`config.mk`:
```
export PLATFORM = sky130hd
export DESIGN_NAME = mgb_glue
export DESIGN_NICKNAME = d
export VERILOG_FILES = /design/src/mgb_pkg.sv /design/src/mgb_glue.sv
export VERILOG_INCLUDE_DIRS = /design/src
export SDC_FILE = /design/constraint.sdc
export NUM_CORES = 1
export LEC_CHECK = 0
export ABC_AREA = 0
export CAP_MARGIN = 20
export CORE_MARGIN = 5
export CORE_UTILIZATION = 65
export CTS_CLUSTER_SIZE = 12
export DETAILED_ROUTE_END_ITERATION = 6
export DONT_BUFFER_PORTS = 1
export PLACE_DENSITY_LB_ADDON = 0.12
export REMOVE_ABC_BUFFERS = 1
export SLEW_MARGIN = 20
export SYNTH_ARGS = -nofsm -noshare
export SYNTH_HDL_FRONTEND = slang
export SYNTH_SLANG_ARGS = --single-unit
export TNS_END_PERCENT = 10
```
`constraint.sdc`:
```
create_clock -name CLK -period 2.2 [get_ports CLK]
set_clock_uncertainty 0.15 [all_clocks]
set_input_delay 0.22 -clock CLK [delete_from_list [all_inputs] [get_ports CLK]]
set_output_delay 0.22 -clock CLK [all_outputs]
set_load 0.1 [all_outputs]
```
`src/mgb_map.svh`:
```
// Address map, field positions and reset values of the bus glue
`ifndef MGB_MAP_SVH
`define MGB_MAP_SVH

// ---------------------------------------------------------------
// Field positions within the upper address byte
// ---------------------------------------------------------------
`define MGB_HI_RAM_BIT   7          // A15 position inside the upper byte
`define MGB_HI_PAGE_MSB  7          // Top nibble of the upper byte
`define MGB_HI_PAGE_LSB  4
`define MGB_HI_DIR_MSB   6          // A14..A8, passed straight to the memory
`define MGB_HI_DIR_LSB   0

// ---------------------------------------------------------------
// Decode values
// ---------------------------------------------------------------
`define MGB_IO_PAGE      4'h7       // Port page 0x7000 to 0x7fff
`define MGB_RW_READ      1'b1       // Direction line level for a read

// ---------------------------------------------------------------
// Reset values
// ---------------------------------------------------------------
`define MGB_RST_BYTE     8'h00
`define MGB_RST_ADDR     15'h0000
`define MGB_RST_INACT    1'b1       // Active-low strobes idle high
`define MGB_RST_OFF      1'b0

`endif

```
`src/mgb_pkg.sv`:
```
// Types shared by the bus glue
package mgb_pkg;

  // Processor pins after synchronisation
  typedef struct packed {
    logic       as;     // Address strobe
    logic       e;      // Bus phase strobe
    logic       rw;     // High for read, low for write
    logic [7:0] hi;     // Upper address byte A15..A8
    logic [7:0] ad;     // Shared address/data lines
  } mgb_cpu_s;

  // Memory-side strobes
  typedef struct packed {
    logic ce_n;
    logic oe_n;
    logic we_n;
  } mgb_mem_s;

endpackage : mgb_pkg

```
`src/mgb_glue.sv`:
```
// Glue between a multiplexed-bus processor, a byte-wide static RAM and two port latches
`timescale 1ns/1ps
`include "mgb_map.svh"

module mgb_glue
  import mgb_pkg::*;
(
  // Clock and reset
  input  wire logic        CLK,
  input  wire logic        RST,
  // Processor bus
  input  wire logic        AS,
  input  wire logic        E,
  input  wire logic        RW,
  input  wire logic [7:0]  A_HI,
  input  wire logic [7:0]  AD_I,
  output logic      [7:0]  AD_O,
  output logic             AD_OE,
  // Static RAM
  output logic      [14:0] RAM_A,
  input  wire logic [7:0]  RAM_DQ_I,
  output logic      [7:0]  RAM_DQ_O,
  output logic             RAM_DQ_OE,
  output logic             RAM_CE_N,
  output logic             RAM_OE_N,
  output logic             RAM_WE_N,
  // Port latches
  input  wire logic [7:0]  IN_PORT,
  output logic      [7:0]  OUT_PORT
);

  // ---------------------------------------------------------------
  // Input synchronisers
  // ---------------------------------------------------------------
  mgb_cpu_s   cpu_s1_q;
  mgb_cpu_s   cpu_q;
  logic [7:0] ram_s1_q;
  logic [7:0] ram_q;
  logic [7:0] in_s1_q;
  logic [7:0] in_q;

  // Two flops on every outside level except RST; stage one feeds stage two only
  always_ff @(posedge CLK) begin
    if (RST) begin
      cpu_s1_q <= '0;
      cpu_q    <= '0;
      ram_s1_q <= `MGB_RST_BYTE;
      ram_q    <= `MGB_RST_BYTE;
      in_s1_q  <= `MGB_RST_BYTE;
      in_q     <= `MGB_RST_BYTE;
    end else begin
      cpu_s1_q <= '{as: AS, e: E, rw: RW, hi: A_HI, ad: AD_I};
      cpu_q    <= cpu_s1_q;
      ram_s1_q <= RAM_DQ_I;
      ram_q    <= ram_s1_q;
      in_s1_q  <= IN_PORT;
      in_q     <= in_s1_q;
    end
  end

  // ---------------------------------------------------------------
  // Decode and next values
  // ---------------------------------------------------------------
  logic [7:0]  addr_lo_q, addr_lo_d;
  logic [14:0] ram_a_q, ram_a_d;
  mgb_mem_s    mem_q, mem_d;
  logic [7:0]  ad_o_q, ad_o_d;
  logic        ad_oe_q, ad_oe_d;
  logic [7:0]  dq_o_q, dq_o_d;
  logic        dq_oe_q, dq_oe_d;
  logic [7:0]  out_q, out_d;
  logic        ram_en;
  logic        io_sel;
  logic        rd;

  always_comb begin
    rd        = (cpu_q.rw == `MGB_RW_READ);
    ram_en    = cpu_q.hi[`MGB_HI_RAM_BIT] & cpu_q.e;
    io_sel    = (cpu_q.hi[`MGB_HI_PAGE_MSB:`MGB_HI_PAGE_LSB] == `MGB_IO_PAGE) & cpu_q.e;
    addr_lo_d = cpu_q.as ? cpu_q.ad : addr_lo_q;
    ram_a_d   = {cpu_q.hi[`MGB_HI_DIR_MSB:`MGB_HI_DIR_LSB], addr_lo_q};
    mem_d.ce_n = ~ram_en;
    mem_d.oe_n = ~(ram_en & rd);
    mem_d.we_n = ~(ram_en & ~rd);
    // shared lines carry write data to the RAM
    dq_o_d    = cpu_q.ad;
    dq_oe_d   = ram_en & ~rd;
    // memory or input latch drives on reads
    ad_oe_d   = (ram_en | io_sel) & rd;
    ad_o_d    = ram_en ? ram_q : in_q;
    out_d     = (io_sel & ~rd) ? cpu_q.ad : out_q;
  end

  // Register every output and the address latch
  always_ff @(posedge CLK) begin
    if (RST) begin
      addr_lo_q <= `MGB_RST_BYTE;
      ram_a_q   <= `MGB_RST_ADDR;
      mem_q     <= '{ce_n: `MGB_RST_INACT, oe_n: `MGB_RST_INACT, we_n: `MGB_RST_INACT};
      ad_o_q    <= `MGB_RST_BYTE;
      ad_oe_q   <= `MGB_RST_OFF;
      dq_o_q    <= `MGB_RST_BYTE;
      dq_oe_q   <= `MGB_RST_OFF;
      out_q     <= `MGB_RST_BYTE;
    end else begin
      addr_lo_q <= addr_lo_d;
      ram_a_q   <= ram_a_d;
      mem_q     <= mem_d;
      ad_o_q    <= ad_o_d;
      ad_oe_q   <= ad_oe_d;
      dq_o_q    <= dq_o_d;
      dq_oe_q   <= dq_oe_d;
      out_q     <= out_d;
    end
  end

  // Port drive
  assign RAM_A     = ram_a_q;
  assign RAM_CE_N  = mem_q.ce_n;
  assign RAM_OE_N  = mem_q.oe_n;
  assign RAM_WE_N  = mem_q.we_n;
  assign RAM_DQ_O  = dq_o_q;
  assign RAM_DQ_OE = dq_oe_q;
  assign AD_O      = ad_o_q;
  assign AD_OE     = ad_oe_q;
  assign OUT_PORT  = out_q;

  // ---------------------------------------------------------------
  // Assertions
  // ---------------------------------------------------------------
  property p_lat_capture;
    @(posedge CLK) disable iff (RST) cpu_q.as |=> addr_lo_q == $past(cpu_q.ad);
  endproperty
  a_lat_capture: assert property (p_lat_capture) else $error("Address latch missed strobe");

  property p_lat_hold;
    @(posedge CLK) disable iff (RST) !cpu_q.as |=> $stable(addr_lo_q);
  endproperty
  a_lat_hold: assert property (p_lat_hold) else $error("Address latch changed without strobe");

  property p_addr_join;
    @(posedge CLK) disable iff (RST) cpu_q.as ##1 !cpu_q.as |=>
      RAM_A == {$past(cpu_q.hi[`MGB_HI_DIR_MSB:`MGB_HI_DIR_LSB]), $past(cpu_q.ad, 2)};
  endproperty
  a_addr_join: assert property (p_addr_join) else $error("RAM address not upper plus latched byte");

  property p_ce_cause;
    @(posedge CLK) disable iff (RST) !RAM_CE_N |-> $past(cpu_q.hi[`MGB_HI_RAM_BIT]) && $past(cpu_q.e);
  endproperty
  a_ce_cause: assert property (p_ce_cause) else $error("RAM enabled without top bit and strobe");

  property p_ce_low;
    @(posedge CLK) disable iff (RST) (cpu_q.hi[`MGB_HI_RAM_BIT] && cpu_q.e) |=> !RAM_CE_N;
  endproperty
  a_ce_low: assert property (p_ce_low) else $error("RAM enable not driven low");

  property p_upper_half;
    @(posedge CLK) disable iff (RST) !cpu_q.hi[`MGB_HI_RAM_BIT] |=> RAM_CE_N && RAM_WE_N && RAM_OE_N;
  endproperty
  a_upper_half: assert property (p_upper_half) else $error("RAM touched in lower half");

  property p_dir;
    @(posedge CLK) disable iff (RST) !RAM_WE_N |-> !$past(cpu_q.rw) && !RAM_CE_N && RAM_OE_N;
  endproperty
  a_dir: assert property (p_dir) else $error("Write strobe with read direction");

  property p_gated;
    @(posedge CLK) disable iff (RST) RAM_CE_N |-> RAM_WE_N && RAM_OE_N && !RAM_DQ_OE;
  endproperty
  a_gated: assert property (p_gated) else $error("RAM strobe while disabled");

  property p_no_fight;
    @(posedge CLK) disable iff (RST) !(AD_OE && RAM_DQ_OE);
  endproperty
  a_no_fight: assert property (p_no_fight) else $error("Both ends drive the data lines");

  property p_wr_data;
    @(posedge CLK) disable iff (RST) RAM_DQ_OE |-> RAM_DQ_O == $past(cpu_q.ad);
  endproperty
  a_wr_data: assert property (p_wr_data) else $error("RAM write data not from shared lines");

  property p_port_rd;
    @(posedge CLK) disable iff (RST)
      (cpu_q.hi[`MGB_HI_PAGE_MSB:`MGB_HI_PAGE_LSB] == `MGB_IO_PAGE && cpu_q.e && cpu_q.rw) |=>
      AD_OE && AD_O == $past(in_q);
  endproperty
  a_port_rd: assert property (p_port_rd) else $error("Port read did not return input latch");

  property p_port_wr;
    @(posedge CLK) disable iff (RST)
      (cpu_q.hi[`MGB_HI_PAGE_MSB:`MGB_HI_PAGE_LSB] == `MGB_IO_PAGE && cpu_q.e && !cpu_q.rw) |=>
      OUT_PORT == $past(cpu_q.ad);
  endproperty
  a_port_wr: assert property (p_port_wr) else $error("Port write did not load output latch");

  property p_ram_rd;
    @(posedge CLK) disable iff (RST)
      (cpu_q.hi[`MGB_HI_RAM_BIT] && cpu_q.e && cpu_q.rw) |=> AD_OE && AD_O == $past(ram_q);
  endproperty
  a_ram_rd: assert property (p_ram_rd) else $error("RAM read did not return memory data");

endmodule : mgb_glue

```
==> results.md <==
- Number of nets in the layout: 425
- Count of warnings emitted by yosys: 0
- CTS Root Cell: sky130_fd_sc_hd__clkbuf_8
- Cell class contributing the biggest share of worst-path delay: flip-flops
- Synthesis-to-layout area growth: 40.0%
- GP Congestion: 0.724
- Core region area: 5200 um2
- Setup repair after global routing missed its margin: no
- Post_cts resized: 0
- Cell row count: 26
- I/O pin count: 81
- Aggregate global-route resource usage: 28.5%
- Max-Slew Margin vs Limit: 60.1%
- Number of endpoints with negative hold slack in the final report: 0
- Maximum count of clock buffers along a single path: 2
- Final setup fails: 0
- Critical path data arrival time: 2.08 ns
- Number of diodes added for antenna fixing: 0
- Ratio of final minimum period to clock period: 83.2%
- Remaining antenna violation count after routing: 0
- Total count of max-transition violations in the final report: 0
- CTS H-tree lvls: 4
- Clock transition at the registers of the reported paths: 0.06 ns
- Worst hold-check slack: 0.159 ns
- Buf/Inv on CP: 0
- Outcome: completed
- Slowest cell delay on critical path: 0.61 ns
- Wirelength per Cell: 20.6 um
- Number of cells on the worst reg-to-reg path: 3
- Maximum number of pins on one net before global-route repair: 105
- Number of maximum-capacitance constraint violations: 0
- Clock tree from TritonCTS: built
- Maximum resistive drop on vdd: 774 uV
- Width of the die: 83.7 um
- Overall power consumption: 5.48 mW
- Initial DRT Pass Iterations: 4
- Reg-to-reg setup timing slack: 0.37 ns
- Critical Setup Path Class: reg2reg
- Endpoint class of the critical path: register
- Register bit total from synthesis: 122
- Cells after Synth: 298
- Antenna violations before repair: 0
- CP Depth: 3
- Shortest period the worst path allows: 1.83 ns
- Leading cell type in the layout, fill and taps excluded: sky130_fd_sc_hd__dfxtp_1
- Hold depth: 2
- Transition at the pin with the smallest max-transition slack: 0.597 ns
- Die Y-Extent: 83.7 um
- Buffers inserted by post-CTS timing repair: 0
- Per-cell via count in the routed design: 5.11
- Critical path required time: 2.45 ns
- Initial cell density of the core: 67.9%
- Number of library cell types mapped by synthesis: 20
- Worst-path cell with the longest stage delay: sky130_fd_sc_hd__dfxtp_1
- DPL Wire Length: 3290 um
- Number of CTS-inserted buffers: 17
- Vias after detailed routing: 2409
- Sum of routed wire length over all layers: 9700 um
- Area of the mapped netlist: 3530 um2
- Total Die Area: 7010 um2
- CP max FO: 11
- Part of the Yosys area used for sequential elements: 69.1%
- Clock latency on the worst-skew pair: 0.52 ns
- Number of sinks handled by clock tree synthesis: 122
- Proportion of layout cells with a drive suffix above 1: 21.7%
- Total negative setup slack: 0 ns
- Syn avg cell area: 11.9 um2
- DRC marker count from the first detailed-route iteration: 191
- Crit start category: register
- Global-route wire length before repair: 14700 um
- Static power due to leakage: 2.11 nW
- Grt ovf: 0
- Post-detailed-route DRC marker count: 0
- Hold Path Class: in2reg
- Highest achievable clock rate: 0.546 GHz
- Power per Cell Area: 1110 nW/um2
- Via count of the first global-routing pass: 2647
- Critical Path, Cell by Cell: nor3b_2 > nand4_4 > mux2_2
- Commonest non-fill, non-tap cells in the layout: sky130_fd_sc_hd__dfxtp_1, sky130_fd_sc_hd__nor2b_1, sky130_fd_sc_hd__buf_4
- Number of buffers added on ports: 0
- Number of fill cells: 123
## path summary, 6_finish.rpt
kind | from | to
worst max register to register | cpu_q[17] | OUT_PORT[5]
worst min register to register | cpu_s1_q[13] | cpu_q[13]
worst min-delay path | RST | cpu_s1_q[11]
worst max-delay path | cpu_q[17] | OUT_PORT[5]
## timing repair
item,4_1_cts,5_1_grt
endpoints found under the setup margin,0,0
hold buffers,43,0
endpoints found under the hold margin,122,0
## cells by family after synthesis
logic type	count (synthesis)	synth area share (%)
compound gates	9	1.31
simple gates	133	22.6
buf+inv	18	2.16
flops	122	69.1
mux	16	4.81
## metrics by stage
stage / utilization [%] / cell area (um2) / worst slack, ns / instances
2_1_floorplan: - / 3470 / 0.734 / 282
3_3_place_gp: 74.6 / 3880 / 0.618 / 396
3_5_place_dp: 74.6 / 3880 / 0.545 / 396
4_1_cts: 95.0 / 4950 / 0.531 / 471
5_1_grt: 95.0 / 4950 / 0.317 / 471
6_report: 95.0 / 4950 / 0.370 / 471
## worst reg2reg max path, stage by stage, from the launching register on
cell                      delay [ns]
sky130_fd_sc_hd__dfxtp_1        0.61
sky130_fd_sc_hd__nor3b_2        0.35
sky130_fd_sc_hd__nand4_4        0.23
sky130_fd_sc_hd__mux2_2         0.37
## power by group
part | internal (mW) | leakage [nW] | total [mW] | switching (mW)
sequential | 2.29 | 1.00 | 2.32 | 0.0381
clock | 1.84 | 0.284 | 2.88 | 1.04
combinational | 0.111 | 0.826 | 0.280 | 0.168
## flip-flops by register name, summed over array words and instances (netlist names), 8 cells and up
signal     flops
dq_o_d         8
OUT_PORT       8
addr_lo_q      8
ram_s1_q       8
ram_q          8
cpu_q         10
AD_O           8
RAM_DQ_O       8
cpu_s1_q      19
in_q           8
in_s1_q        8
RAM_A         15
## cells in the mapped netlist
library cell               instances  area [um2]
sky130_fd_sc_hd__dfxtp_1         122        2440
sky130_fd_sc_hd__nor2b_1          97         607
sky130_fd_sc_hd__clkbuf_1         10        37.5
sky130_fd_sc_hd__nand2_1          10        37.5
sky130_fd_sc_hd__nor2_1            9        33.8
sky130_fd_sc_hd__a21oi_1           8        40.0
sky130_fd_sc_hd__mux2_2            8        90.1
sky130_fd_sc_hd__mux2i_1           8        80.1
sky130_fd_sc_hd__nand3_1           8        40.0
sky130_fd_sc_hd__and2b_1           4        30.0
sky130_fd_sc_hd__buf_2             4        20.0
sky130_fd_sc_hd__inv_1             2        7.51
sky130_fd_sc_hd__a31oi_1           1        6.26
sky130_fd_sc_hd__buf_1             1        3.75
sky130_fd_sc_hd__buf_4             1        7.51
sky130_fd_sc_hd__nand2_2           1        6.26
sky130_fd_sc_hd__nand4_4           1        21.3
sky130_fd_sc_hd__nor3_1            1        5.00
sky130_fd_sc_hd__nor3b_2           1        12.5
sky130_fd_sc_hd__or3_1             1        6.26
## area by class of cell
type / instances / area, um2 / area share (%)
multi-input combinational: 158 / 1020 / 20.5
tap: 70 / 87.6 / 1.77
inverter: 2 / 7.51 / 0.152
clock inverter: 14 / 198 / 4.00
clock buffer: 18 / 418 / 8.45
sequential: 122 / 2440 / 49.4
timing repair buffer: 87 / 778 / 15.7
## per-layer routing
metal / vias up / track usage, % / share of wire (%) / routed length [um]
met3: 32 / 9.28 / 7.2 / 696
met2: 117 / 51.4 / 53 / 5140
met1: 1143 / 29.3 / 37 / 3560
met5: - / 0 / 0 / 0
li1: 1117 / - / - / -
met4: 0 / 14.5 / 3.1 / 301
No activity file was read; power rests on OpenSTA's default activity.
